[config.mk]
export PLATFORM = sky130hd
export DESIGN_NAME = aux_control_dual_pointer
export DESIGN_NICKNAME = d
export VERILOG_FILES = /design/src/core/pointer_word.v /design/src/core/soft_reset_pulse.v /design/src/core/aux_control_dual_pointer.v
export VERILOG_INCLUDE_DIRS = /design/src /design/src/pkg
export SDC_FILE = /design/constraint.sdc
export NUM_CORES = 1
export LEC_CHECK = 0
export BUFFER_PORTS_ARGS = -buffer_cell sky130_fd_sc_hd__buf_2
export CAP_MARGIN = 20
export CORE_MARGIN = 5
export CORE_UTILIZATION = 45
export DETAILED_ROUTE_END_ITERATION = 8
export PLACE_DENSITY = 0.71
export RECOVER_POWER = 25
export SETUP_SLACK_MARGIN = 0.3
export SYNTH_ARGS = -nofsm -noshare
export SYNTH_HDL_FRONTEND = slang
export SYNTH_SLANG_ARGS = --single-unit
[constraint.sdc]
create_clock -name clock -period 4.04 [get_ports clock]
set_input_delay 0.808 -clock clock [delete_from_list [all_inputs] [get_ports clock]]
set_output_delay 0.808 -clock clock [all_outputs]
set_load 0.03 [all_outputs]
[src/pkg/aux_control_defs.vh]
// constants for the auxiliary control register and dual data pointers
`ifndef AUX_CONTROL_DEFS_VH
`define AUX_CONTROL_DEFS_VH
`define AUX_CONTROL_OFS     8'hA2
`define POINTER_HIGH_OFS    8'h83
`define POINTER_LOW_OFS     8'h82
`define AUX_CONTROL_RESET   8'h00
`define POINTER_RESET       16'h0000
`define RESET_VECTOR        16'h0000
`define BIT_KEYPAD_FLAG     7
`define BIT_BROWNOUT_OFF    6
`define BIT_BROWNOUT_IRQ    5
`define BIT_LOW_POWER_PROM  4
`define BIT_SOFT_RESET      3
`define BIT_HARDWIRED_ZERO  2
`define BIT_RESERVED        1
`define BIT_POINTER_SELECT  0
`define SOFT_RESET_CYCLES   4'h4
`define OP_NONE             3'h0
`define OP_INCREMENT        3'h1
`define OP_LOAD_IMMEDIATE   3'h2
`define UNMAPPED_READ       32'h0000_0000
`endif

[src/core/pointer_word.v]
// one sixteen-bit data pointer with increment, load and byte writes
`timescale 1ns/1ps
`default_nettype none
`include "aux_control_defs.vh"
module pointer_word (
  input  wire        clock,
  input  wire        sys_rst,
  input  wire        chip_rst,
  input  wire        sel,
  input  wire [2:0]  op,
  input  wire [15:0] load_value,
  input  wire        wr_high,
  input  wire        wr_low,
  input  wire [7:0]  wr_byte,
  output reg  [15:0] value_r
);
  always @(posedge clock or posedge sys_rst) begin
    if (sys_rst) begin
      value_r <= `POINTER_RESET;
    end else if (chip_rst) begin
      value_r <= `POINTER_RESET;
    end else if (sel) begin
      if (op == `OP_INCREMENT) begin
        value_r <= value_r + 16'h0001;
      end else if (op == `OP_LOAD_IMMEDIATE) begin
        value_r <= load_value;
      end else begin
        if (wr_high) value_r[15:8] <= wr_byte;
        if (wr_low)  value_r[7:0]  <= wr_byte;
      end
    end
  end
endmodule // pointer_word
`default_nettype wire

[src/core/soft_reset_pulse.v]
// stretches a software reset request into a chip reset pulse
`timescale 1ns/1ps
`default_nettype none
`include "aux_control_defs.vh"
module soft_reset_pulse (
  input  wire clock,
  input  wire sys_rst,
  input  wire trigger,
  output wire chip_rst
);
  reg [3:0] count_r;
  always @(posedge clock or posedge sys_rst) begin
    if (sys_rst) begin
      count_r <= 4'h0;
    end else if (trigger) begin
      count_r <= `SOFT_RESET_CYCLES;
    end else if (count_r != 4'h0) begin
      count_r <= count_r - 4'h1;
    end
  end
  assign chip_rst = (count_r != 4'h0);
endmodule // soft_reset_pulse
`default_nettype wire

[src/core/aux_control_dual_pointer.v]
// auxiliary control register, software reset and dual data pointers
`timescale 1ns/1ps
`default_nettype none
`include "aux_control_defs.vh"
module aux_control_dual_pointer (
  input  wire        clock,
  input  wire        sys_rst,
  input  wire [7:0]  avs_address,
  input  wire        avs_read,
  input  wire        avs_write,
  input  wire [31:0] avs_writedata,
  input  wire [3:0]  avs_byteenable,
  output reg  [31:0] avs_readdata,
  output wire        avs_waitrequest,
  input  wire        ext_rst,
  input  wire        watchdog_rst,
  input  wire        keypad_event,
  input  wire [2:0]  pointer_op,
  input  wire [15:0] pointer_load_value,
  input  wire [7:0]  accumulator,
  output reg  [15:0] indexed_address,
  output reg  [15:0] data_memory_address,
  output wire        data_memory_internal_only,
  output wire        chip_rst,
  output wire [15:0] restart_address,
  output wire        brownout_enable,
  output wire        brownout_irq_mode,
  output wire        low_power_prom,
  output wire        pointer_select
);
  reg         ack_r;
  reg  [7:0]  aux_r;
  reg  [7:0]  aux_nxt;
  reg         ext_meta_r;
  reg         ext_sync_r;
  reg         key_meta_r;
  reg         key_sync_r;
  reg         key_prev_r;
  wire        soft_chip_rst;
  wire        soft_trigger;
  wire        any_rst;
  wire [15:0] ptr0;
  wire [15:0] ptr1;
  wire [15:0] cur_ptr;
  wire        wr_req;
  wire        hit_aux;
  wire        hit_high;
  wire        hit_low;
  wire        key_rise;
  wire [7:0]  wbyte;

  // one wait cycle per access, answer on second edge
  assign avs_waitrequest = (avs_read | avs_write) & ~ack_r;
  assign wr_req   = avs_write & ack_r & avs_byteenable[0];
  assign wbyte    = avs_writedata[7:0];
  assign hit_aux  = (avs_address == `AUX_CONTROL_OFS);
  assign hit_high = (avs_address == `POINTER_HIGH_OFS);
  assign hit_low  = (avs_address == `POINTER_LOW_OFS);

  always @(posedge clock or posedge sys_rst) begin
    if (sys_rst) begin
      ack_r <= 1'b0;
    end else begin
      ack_r <= (avs_read | avs_write) & ~ack_r;
    end
  end

  // ext_rst and keypad_event pass two flip-flops; watchdog_rst goes to the chip reset unsynchronised
  always @(posedge clock or posedge sys_rst) begin
    if (sys_rst) begin
      ext_meta_r <= 1'b0;
      ext_sync_r <= 1'b0;
      key_meta_r <= 1'b0;
      key_sync_r <= 1'b0;
      key_prev_r <= 1'b0;
    end else begin
      ext_meta_r <= ext_rst;
      ext_sync_r <= ext_meta_r;
      key_meta_r <= keypad_event;
      key_sync_r <= key_meta_r;
      key_prev_r <= key_sync_r;
    end
  end
  assign key_rise = key_sync_r & ~key_prev_r;

  assign soft_trigger = wr_req & hit_aux & wbyte[`BIT_SOFT_RESET];

  soft_reset_pulse u_soft_reset (
    .clock    (clock),
    .sys_rst  (sys_rst),
    .trigger  (soft_trigger),
    .chip_rst (soft_chip_rst)
  );

  // software, external and watchdog resets merge into one chip reset
  assign any_rst  = soft_chip_rst | ext_sync_r | watchdog_rst;
  assign chip_rst = any_rst;
  assign restart_address = `RESET_VECTOR;

  always @* begin
    aux_nxt = aux_r;
    if (wr_req & hit_aux) begin
      aux_nxt = wbyte;
      aux_nxt[`BIT_KEYPAD_FLAG] = wbyte[`BIT_KEYPAD_FLAG] & aux_r[`BIT_KEYPAD_FLAG];
    end
    if (key_rise) begin
      aux_nxt[`BIT_KEYPAD_FLAG] = 1'b1;
    end
    aux_nxt[`BIT_SOFT_RESET]     = 1'b0;
    aux_nxt[`BIT_HARDWIRED_ZERO] = 1'b0;
  end

  always @(posedge clock or posedge sys_rst) begin
    if (sys_rst) begin
      aux_r <= `AUX_CONTROL_RESET;
    end else if (any_rst) begin
      aux_r <= `AUX_CONTROL_RESET;
    end else begin
      aux_r <= aux_nxt;
    end
  end

  assign pointer_select     = aux_r[`BIT_POINTER_SELECT];
  assign brownout_enable    = ~aux_r[`BIT_BROWNOUT_OFF];
  assign brownout_irq_mode  = aux_r[`BIT_BROWNOUT_IRQ];
  assign low_power_prom     = aux_r[`BIT_LOW_POWER_PROM];

  pointer_word u_ptr0 (
    .clock      (clock),
    .sys_rst    (sys_rst),
    .chip_rst   (any_rst),
    .sel        (~pointer_select),
    .op         (pointer_op),
    .load_value (pointer_load_value),
    .wr_high    (wr_req & hit_high),
    .wr_low     (wr_req & hit_low),
    .wr_byte    (wbyte),
    .value_r    (ptr0)
  );

  pointer_word u_ptr1 (
    .clock      (clock),
    .sys_rst    (sys_rst),
    .chip_rst   (any_rst),
    .sel        (pointer_select),
    .op         (pointer_op),
    .load_value (pointer_load_value),
    .wr_high    (wr_req & hit_high),
    .wr_low     (wr_req & hit_low),
    .wr_byte    (wbyte),
    .value_r    (ptr1)
  );

  assign cur_ptr = pointer_select ? ptr1 : ptr0;
  assign data_memory_internal_only = 1'b1;

  always @(posedge clock or posedge sys_rst) begin
    if (sys_rst) begin
      indexed_address     <= 16'h0000;
      data_memory_address <= 16'h0000;
    end else begin
      indexed_address     <= cur_ptr + {8'h00, accumulator};
      data_memory_address <= cur_ptr;
    end
  end

  always @(posedge clock or posedge sys_rst) begin
    if (sys_rst) begin
      avs_readdata <= 32'h0000_0000;
    end else if (avs_read & ~ack_r) begin
      if (hit_aux) begin
        avs_readdata <= {24'h00_0000, aux_r};
      end else if (hit_high) begin
        avs_readdata <= {24'h00_0000, cur_ptr[15:8]};
      end else if (hit_low) begin
        avs_readdata <= {24'h00_0000, cur_ptr[7:0]};
      end else begin
        avs_readdata <= `UNMAPPED_READ;
      end
    end
  end
endmodule // aux_control_dual_pointer
`default_nettype wire

==> results of run 1 <==
flip-flops by register name, summed over array words and instances, names as in the netlist:
signal                flops
data_memory_address      16
indexed_address          16
key_meta_r                1
aux_r                     6
avs_readdata              8
u_ptr1.value_r           16
key_sync_r                1
ack_r                     1
ext_meta_r                1
key_prev_r                1
u_soft_reset.count_r      4
u_ptr0.value_r           16
ext_sync_r                1
cell families (layout without fill, tap and decap cells):
logic type / after synthesis / count (layout) / share of synthesized area [%]
multiplexers: 23 / 23 / 4.902
other: 2 / 41 / 0.1368
XOR/XNOR: 14 / 14 / 2.234
AND/OR/NAND/NOR: 178 / 178 / 16.62
adder cells (fa/ha/maj): 13 / 13 / 3.101
buffers and inverters: 90 / 137 / 10.17
flip-flops: 88 / 88 / 40.13
AO/OA/AOI/OAI: 185 / 185 / 22.71
cells in the mapped netlist, drive strengths merged (4+ instances only):
| master | instances | area, um^2 |
|---|---|---|
| a211oi | 9 | 67.56 |
| a21oi | 46 | 245.2 |
| a2bb2oi | 10 | 87.58 |
| a31o | 7 | 61.31 |
| a31oi | 14 | 87.58 |
| a41o | 4 | 40.04 |
| and2 | 4 | 27.53 |
| and3 | 10 | 62.56 |
| buf | 65 | 464.2 |
| dfrtp | 88 | 2202 |
| ha | 12 | 150.1 |
| inv | 22 | 82.58 |
| mux2 | 11 | 123.9 |
| mux2i | 10 | 100.1 |
| nand2 | 47 | 178.9 |
| nand2b | 8 | 50.05 |
| nand3 | 20 | 105.1 |
| nand4 | 5 | 31.28 |
| nor2 | 41 | 153.9 |
| nor2b | 13 | 81.33 |
| nor3 | 14 | 75.07 |
| nor3b | 4 | 46.29 |
| o211ai | 8 | 65.06 |
| o21a | 5 | 37.54 |
| o21ai | 40 | 204.0 |
| o22ai | 6 | 37.54 |
| o31ai | 7 | 57.55 |
| xnor2 | 8 | 70.07 |
| xor2 | 6 | 52.55 |
routing by layer:
| metal | vias up | track usage (%) | part of all wire (%) |
|---|---|---|---|
| met5 | - | 0 | 0 |
| met4 | 0 | 9.632 | 2.6 |
| met3 | 28 | 3.414 | 6.6 |
| met2 | 218 | 32.76 | 45 |
| met1 | 2255 | 29.49 | 45 |
| li1 | 2238 | - | - |
layout make-up:
cell class | count | area share, %
multi-input combinational | 454 | 47.00
sequential | 88 | 36.01
timing repair buffer | 100 | 8.267
clock buffer | 12 | 4.031
tap | 147 | 3.008
inverter | 22 | 1.371
clock inverter | 3 | 0.3069
power by group through the flow:
stage                     sequential (uW)  clock (uW)  combinational (uW)
after detailed placement             1100           0                 668
final                                1090         768                 669
after floorplan                      1170           0                 446
after global routing                 1100         812                 732
after global placement               1100           0                 644
after CTS                            1090         779                 671
path summary, 6_finish.rpt:
kind	startpoint	end	slack, ns	depth (start not counted)
min in group asynchronous	sys_rst	data_memory_address[9]	0.88	2
max in group asynchronous	sys_rst	u_ptr1.value_r[15]	1.42	3
max	aux_r[0]	indexed_address[10]	0.94	9
min	ext_meta_r	ext_sync_r	0.35	0
min reg2reg	ext_meta_r	ext_sync_r	0.35	0
max reg2reg	aux_r[0]	indexed_address[10]	0.94	9
worst max-delay path: cells and delay by family (launching register included):
kind,cells,cell delay [ns]
DFF,1,0.99
AOI/OAI and AO/OA,3,0.79
buffers and inverters,1,0.07
xor gates and xnor gates,1,0.17
muxes,1,0.47
and+or+nand+nor,1,0.07
adders and majority gates,2,0.39
per-stage QoR:
step           instance area, um^2  std cells  setup slack (ns)  hold WS (ns)
2_1_floorplan                 5634        632            0.9534        0.3312
3_3_place_gp                  5854        811             1.035        0.3374
3_5_place_dp                  5854        811            0.9751        0.3373
4_1_cts                       6120        826            0.9512        0.3535
5_1_grt                       6115        826            0.6725        0.3654
6_report                      6115        826            0.9441        0.3518
cell usage in the layout (no fill, tap or decap), types with 4 or more instances in the layout:
| master | synthesis | final |
|---|---|---|
| buf_2 | 14 | 95 |
| dfrtp_1 | 88 | 88 |
| nand2_1 | 46 | 46 |
| a21oi_1 | 42 | 42 |
| nor2_1 | 41 | 41 |
| conb_1 | 2 | 41 |
| o21ai_0 | 39 | 39 |
| inv_1 | 21 | 20 |
| nand3_1 | 19 | 19 |
| a31oi_1 | 14 | 14 |
| nor2b_1 | 13 | 13 |
| nor3_1 | 13 | 13 |
| ha_1 | 12 | 12 |
| mux2_2 | 11 | 11 |
| and3_1 | 10 | 10 |
| mux2i_1 | 10 | 10 |
| a2bb2oi_1 | 10 | 10 |
| a211oi_1 | 9 | 9 |
| clkbuf_16 | 0 | 9 |
| nand2b_1 | 8 | 8 |
| xnor2_1 | 8 | 8 |
| o211ai_1 | 7 | 7 |
| xor2_1 | 6 | 6 |
| o22ai_1 | 6 | 6 |
| a31o_2 | 6 | 6 |
| o31ai_1 | 6 | 6 |
| nand4_1 | 5 | 5 |
| o21a_1 | 5 | 5 |
| a41o_1 | 4 | 4 |
| a21oi_2 | 4 | 4 |
| clkbuf_1 | 3 | 4 |
==> qor.yml, run 1 <==
status: "finished with violations"
violations: "capacitance limit, slew limit"
post_cts_resized: 0
die_w_um: 120.4
place.detailed.hpwl_um: 11590
p_clk_share_pct: 30.4
fin_skew_ns: 0.009585
power_switching_uw: 877.1
cts-hold-fix-buffers: 0
regArea_mm2: 0.002202
grt_max_degree: 37
postCtsSetupBuffers: 0
synth_seq_cells: 88
worstPathCellList: "mux2_2 > ha_1 > inv_1 > fa_1 > nor2b_1 > o31a_1 > o31ai_2 > a221oi_1 > xor2_1"
gr-total-overflow: 0
tns_ns: 0
relSlewSlack_pct: -16.83
die_area_mm2: 0.01450
drive_above_1_share_pct: 21.80
cts_tree: "yes"
dr.pass1.iters: 5
worst-setup-path-type: "register to register"
combPwrFrac_pct: 26.5
synth_flop_cell: "dfrtp_1"
fin_crit_sh_pct: 76.63
ios: 165
netlist_area_mm2: 0.005488
setup_viol: 0
cts.path.max_buffers: 2
synth-edff-count: 0
max_freq_mhz: 323.0
netlist_instances: 593
synth.yosys.seq_area_share_pct: 40.13
max_stage_delay_ns: 0.99
worstPathRequired_ns: 4.25
initial_core_util_pct: 45.88
period_needed_ns: 3.096
seqPwrFrac_pct: 43.1
synth-async-reset-ratio_pct: 100.0
startpoint_type: "register"
cts_inserted_buffers: 9
drt-wirelength-per-cell_um: 18.50
grt_antenna_before_repair: 0
grt_pass1_vias: 4627
vias: 4739
switching_share_pct: 34.71
drc_errors: 0
grt_first_pass_wirelength_um: 24150
leakage_uw: 0.002866
vdd_drop_max_uv: 325.2
final_hold_viol_count: 0
core_mm2: 0.01196
fillCellCount: 1142
internal-power_uw: 1650
syn_area_per_cell_um2: 9.254
root_buffer: "clkbuf_16"
power.total_uw: 2527
fin_nets: 766
grt_usage_pct: 21.25
multi_input_area_mm2: 0.002874
gp_routability_congestion: 0.9170
endpoint_kind: "register"
arrival_ns: 3.31
p_per_area_mw_per_mm2: 413.3
antenna_left: 0
clock_latency_ns: 0.35
vias_per_cell: 5.737
wl_um: 15280
clock-sinks: 88
yosysWarnings: 0
synth.distinct_cells: 70
numPortBuffers: 96
crit_fanout: 26
htreeDepth: 3
slowest_stage: "dfrtp_1"
cap_viol_max_count: 1
tightest_slew_ns: 1.743
hp-class: "register to register"
slew_violations: 37
num_antenna_cells: 0
die_y_um: 120.4
clkSlewWorstSetupHoldPaths_ns: 0.06
rsz0062_at_grt: "no"
row_count: 40
final_util_pct: 51.12
drtIter0Drc: 271
syn2layout_area_growth_pct: 11.42
No activity file was read; power rests on OpenSTA's default activity.
==> run 2, diff against run 1 <==
- PLACE_DENSITY: 0.71 -> 0.74
- clock period: 4.04 -> 2.6 ns (I/O delays scaled with it)
==> qor.yml, run 2 (synthesis gave the netlist of run 1 again) <==
seqPwrFrac_pct: 40.1
drive_above_1_share_pct: 27.86
worst-path-buf-inv: 1
endpoint_kind: "register"
ios: 165
core_mm2: 0.01196
drt-wirelength-per-cell_um: 18.10
fin_crit_sh_pct: 89.59
combPwrFrac_pct: 27.3
startpoint_type: "register"
critPathTopFamily: "compound AO/OA/AOI/OAI gates"
numPortBuffers: 96
grt_max_degree: 37
worstPathRequired_ns: 2.81
fillCellCount: 1091
fin_nets: 786
grt_pass1_vias: 4680
htreeDepth: 3
antenna_left: 0
slowest_stage: "dfrtp_2"
syn2layout_area_growth_pct: 18.92
regArea_mm2: 0.002203
wl_um: 15330
r2r-start: "aux_r[0]"
root_buffer: "clkbuf_16"
power.total_uw: 4199
row_count: 40
cts.path.max_buffers: 2
num_antenna_cells: 0
vias: 4952
rsz0062_at_grt: "yes"
clock-sinks: 88
startpoint: "aux_r[0]"
gr-usage-met1_pct: 29.63
gr-total-overflow: 0
die_y_um: 120.4
drtIter0Drc: 435
relSlewSlack_pct: 32.88
power_switching_uw: 1449
grt_antenna_before_repair: 0
setup_viol: 0
cts_tree: "yes"
crit_fanout: 5
grt_first_pass_wirelength_um: 24620
p_per_area_mw_per_mm2: 643.3
place.detailed.hpwl_um: 11650
use_met2_pct: 33.57
internal-power_uw: 2750
p_clk_share_pct: 32.6
hp-class: "input pin to async pin"
dr.pass1.iters: 5
final_common_cell: "buf_2"
ff2ff_setup_slack_ns: 0.27
leakage_uw: 0.003012
clkSlewWorstSetupHoldPaths_ns: 0.07
die_area_mm2: 0.01450
busiest_layer: "met2"
layout_common_cells: "buf_2, dfrtp_1, nand2_1"
worstPathCellList: "mux2_4 > ha_4 > inv_2 > fa_2 > nor2b_4 > o31a_1 > o31ai_4 > a211oi_2 > xnor2_1"
final_hold_viol_count: 0
gr-usage-met3_pct: 5.192
tns_ns: 0
cts_inserted_buffers: 9
vias_per_cell: 5.847
path_depth: 9
max_freq_mhz: 429.3
cap_viol_max_count: 0
die_w_um: 120.4
clock_latency_ns: 0.35
slew_violations: 0
r2r-end: "indexed_address[12]"
multi_input_area_mm2: 0.003050
switching_share_pct: 34.50
worst-setup-path-type: "register to register"
grt_usage_pct: 21.58
cts-hold-fix-buffers: 0
vdd_drop_max_uv: 615.4
max_stage_delay_ns: 0.44
r2r_cells: 9
status: "finished clean"
tightest_slew_ns: 1.007
period_needed_ns: 2.329
fin_skew_ns: 0.007611
initial_core_util_pct: 45.88
arrival_ns: 2.54
drc_errors: 0
gp_routability_congestion: 0.8691
## run 2: power by group through the flow
| stage | clock, uW | sequential (uW) | combinational (uW) |
|---|---|---|---|
| 2_1_floorplan | 0 | 1810 | 710 |
| 3_3_place_gp | 0 | 1700 | 1040 |
| 3_5_place_dp | 0 | 1700 | 1070 |
| 4_1_cts | 1390 | 1680 | 1110 |
| 5_1_grt | 1450 | 1710 | 1260 |
| 6_report | 1370 | 1690 | 1140 |
## run 2: worst max path at each step
stage / endpoint / slack [ns]
floorplan: indexed_address[10] / 0.03
global placement: indexed_address[10] / 0.15
detailed placement: indexed_address[10] / 0.11
CTS: indexed_address[14] / 0.28
global route: indexed_address[8] / 0.17
finish: indexed_address[12] / 0.27
## run 2: stage by stage
| stage | util [%] | hold slack [ns] | cells | setup slack [ns] | area, um^2 |
|---|---|---|---|---|---|
| floorplan | - | 0.3312 | 632 | 0.02827 | 5707 |
| global placement | 50.30 | 0.3360 | 823 | 0.1473 | 6017 |
| detailed placement | 50.30 | 0.3451 | 823 | 0.1125 | 6017 |
| CTS | 54.04 | 0.1208 | 845 | 0.2835 | 6464 |
| global route | 54.56 | 0.2243 | 847 | 0.1677 | 6526 |
| finish | 54.56 | 0.2006 | 847 | 0.2706 | 6526 |
## run 2: cell type report
type	count	share of cell area, %
multi-input combinational	454	46.74
inverter	22	1.323
tap	147	2.818
sequential	88	33.76
clock inverter	6	1.131
timing repair buffer	120	10.56
clock buffer	10	3.662
## run 2: what timing repair did
| item | CTS | global route |
|---|---|---|
| endpoints found under the setup margin | 10 | 20 |
| pin swaps | 9 | 1 |
| buffers inserted | 6 | 2 |
| gates resized for setup | 19 | 13 |
## run 2: routing by layer
| layer | share of wire, % | vias to the layer above |
|---|---|---|
| li1 | - | 2279 |
| met1 | 43 | 2366 |
| met2 | 45 | 281 |
| met3 | 9.0 | 26 |
| met4 | 2.8 | 0 |
| met5 | 0 | - |
==> run 3, diff against run 2 <==
- ABC_AREA: default -> 1
- PLACE_DENSITY: 0.74 -> 0.73
==> qor.yml, run 3 <==
status: "finished clean"
num_antenna_cells: 0
synth-edff-count: 0
tightest_slew_ns: 1.378
r2r-end: "indexed_address[12]"
rsz0062_at_grt: "yes"
switching_share_pct: 31.23
synth_seq_cells: 88
period_needed_ns: 2.161
setup_ws_ns: 0.4393
fin_nets: 1029
drive_above_1_share_pct: 17.92
synth.yosys.seq_area_share_pct: 37.54
synth_top_area_cell: "dfrtp_1"
die_area_mm2: 0.01542
arrival_ns: 2.39
cts_inserted_buffers: 9
startpoint_type: "register"
ys_top_cells_by_area: "dfrtp_1, nand2_1, nand3_1"
synth.distinct_cells: 37
worst_path_most_repeated_cell: "nand2_1"
synthTopCellsByCount: "nand2_1, dfrtp_1, inv_1, nand3_1, nor2_1"
vdd_drop_max_uv: 404.2
fin_skew_ns: 0.005101
slew_violations: 0
drc_errors: 0
dp_slack_ns: 0.4128
fin_crit_sh_pct: 83.10
dr.pass1.iters: 5
cts.path.max_buffers: 2
power_switching_uw: 1230
row_count: 41
worst-setup-path-type: "register to register"
netlist_area_mm2: 0.005866
vias: 5433
grt_max_degree: 47
ios: 165
initial_core_util_pct: 46.11
clock-sinks: 88
setup_viol: 0
p_clk_share_pct: 37.2
internal-power_uw: 2708
wl_um: 14960
cts_tree: "yes"
dp_cells: 1095
grt_pass1_vias: 5032
clock_latency_ns: 0.35
p_per_area_mw_per_mm2: 587.1
tns_ns: 0
seqPwrFrac_pct: 40.5
syn_area_per_cell_um2: 6.975
r2r-start: "aux_r[0]"
cap_viol_max_count: 0
critPathTopFamily: "adder cells"
yosysWarnings: 0
final_hold_viol_count: 0
final_common_cell: "nand2_1"
synth-async-reset-ratio_pct: 100.0
root_buffer: "clkbuf_16"
place.detailed.hpwl_um: 11460
drtIter0Drc: 386
worst-path-buf-inv: 3
grt_usage_pct: 19.96
fin_cells: 1115
htreeDepth: 3
crit_fanout: 6
endpoint_kind: "register"
grt_antenna_before_repair: 0
combPwrFrac_pct: 22.3
gr-total-overflow: 0
grt_first_pass_wirelength_um: 24060
die_w_um: 124.2
worstPathCellList: "buf_4 > nand2_1 > o21ai_2 > ha_2 > inv_1 > fa_1 > inv_1 > nand2_1 > nand3_2 > nand2_1 > nand2_2 > nand2_1 > nand2_1 > nand2_1"
numPortBuffers: 96
slowest_stage: "dfrtp_2"
layout_common_cells: "nand2_1, buf_2, dfrtp_1"
synth_flop_cell: "dfrtp_1"
syn2layout_area_growth_pct: 14.36
ff2ff_setup_slack_ns: 0.44
gp_routability_congestion: 0.8922
die_y_um: 124.2
r2r_cells: 14
clkSlewWorstSetupHoldPaths_ns: 0.06
max_stage_delay_ns: 0.46
max_freq_mhz: 462.8
vias_per_cell: 4.873
worstPathRequired_ns: 2.83
antenna_left: 0
drt-wirelength-per-cell_um: 13.42
hp-class: "input pin to async pin"
synth_top_area_share_pct: 37.54
yosysMostFrequentCell: "nand2_1"
relSlewSlack_pct: 8.156
core_mm2: 0.01272
netlist_instances: 841
leakage_uw: 0.003457
[run 3: changes by cell type in the layout (fill, tap and decap cells not counted), sizes merged, moves of 14 or more]
cell / delta
a21oi: -26
a31oi: -14
inv: +62
nand2: +254
nand3: +65
nor2: +52
[run 3: through the flow]
stage / utilization [%] / area, um^2 / hold slack (ns) / total power [uW]
final: 52.72 / 6708 / 0.1437 / 3938
after floorplan: - / 6025 / 0.3312 / 2326
after global routing: 52.72 / 6708 / 0.1661 / 4154
after detailed placement: 49.89 / 6347 / 0.3347 / 2502
after global placement: 49.89 / 6347 / 0.3313 / 2486
after CTS: 52.54 / 6684 / 0.1168 / 3978
[run 3: cell type report]
class	count	area, um^2
timing repair buffer	109	584.3
inverter	87	331.6
fill	1286	6015
tap	172	215.2
clock inverter	5	103.9
sequential	88	2203
clock buffer	11	232.7
multi-input combinational	643	3037
[run 3: worst max-delay path by stage]
| stage | from | to | slack (ns) | depth (start not counted) |
|---|---|---|---|---|
| final | aux_r[0] | indexed_address[12] | 0.44 | 14 |
| after global routing | sys_rst | u_ptr0.value_r[14] | 0.28 | 3 |
| after CTS | aux_r[0] | indexed_address[12] | 0.40 | 12 |
| after detailed placement | aux_r[0] | indexed_address[12] | 0.41 | 12 |
| after global placement | aux_r[0] | indexed_address[12] | 0.42 | 12 |
| after floorplan | aux_r[0] | indexed_address[12] | 0.34 | 16 |
[run 3: layer usage]
layer	vias up	track usage (%)	wire, um
met1	2473	26.71	6644
met5	-	0	0
met3	21	3.996	1032
li1	2757	-	-
met2	182	32.43	6956
met4	0	6.571	325
[run 3: power by group through the flow]
stage | registers [uW] | logic [uW] | clock network [uW]
after floorplan | 1710 | 611 | 0
after global placement | 1620 | 870 | 0
after detailed placement | 1620 | 886 | 0
after CTS | 1590 | 890 | 1500
after global routing | 1610 | 995 | 1550
final | 1590 | 880 | 1460
[run 3: kinds of logic after synthesis]
family | count (synthesis) | share of synthesized area (%)
AOI/OAI and AO/OA | 74 | 7.168
and+or+nand+nor | 505 | 37.24
DFF | 88 | 37.54
adders and majority gates | 13 | 2.901
xor gates and xnor gates | 10 | 1.493
other | 2 | 0.1280
buffers and inverters | 149 | 13.52
[run 3: repair_timing]
item	4_1_cts	5_1_grt
hold buffers	0	0
gates resized for setup	0	8
endpoints found under the setup margin	0	7
buffers inserted	0	4
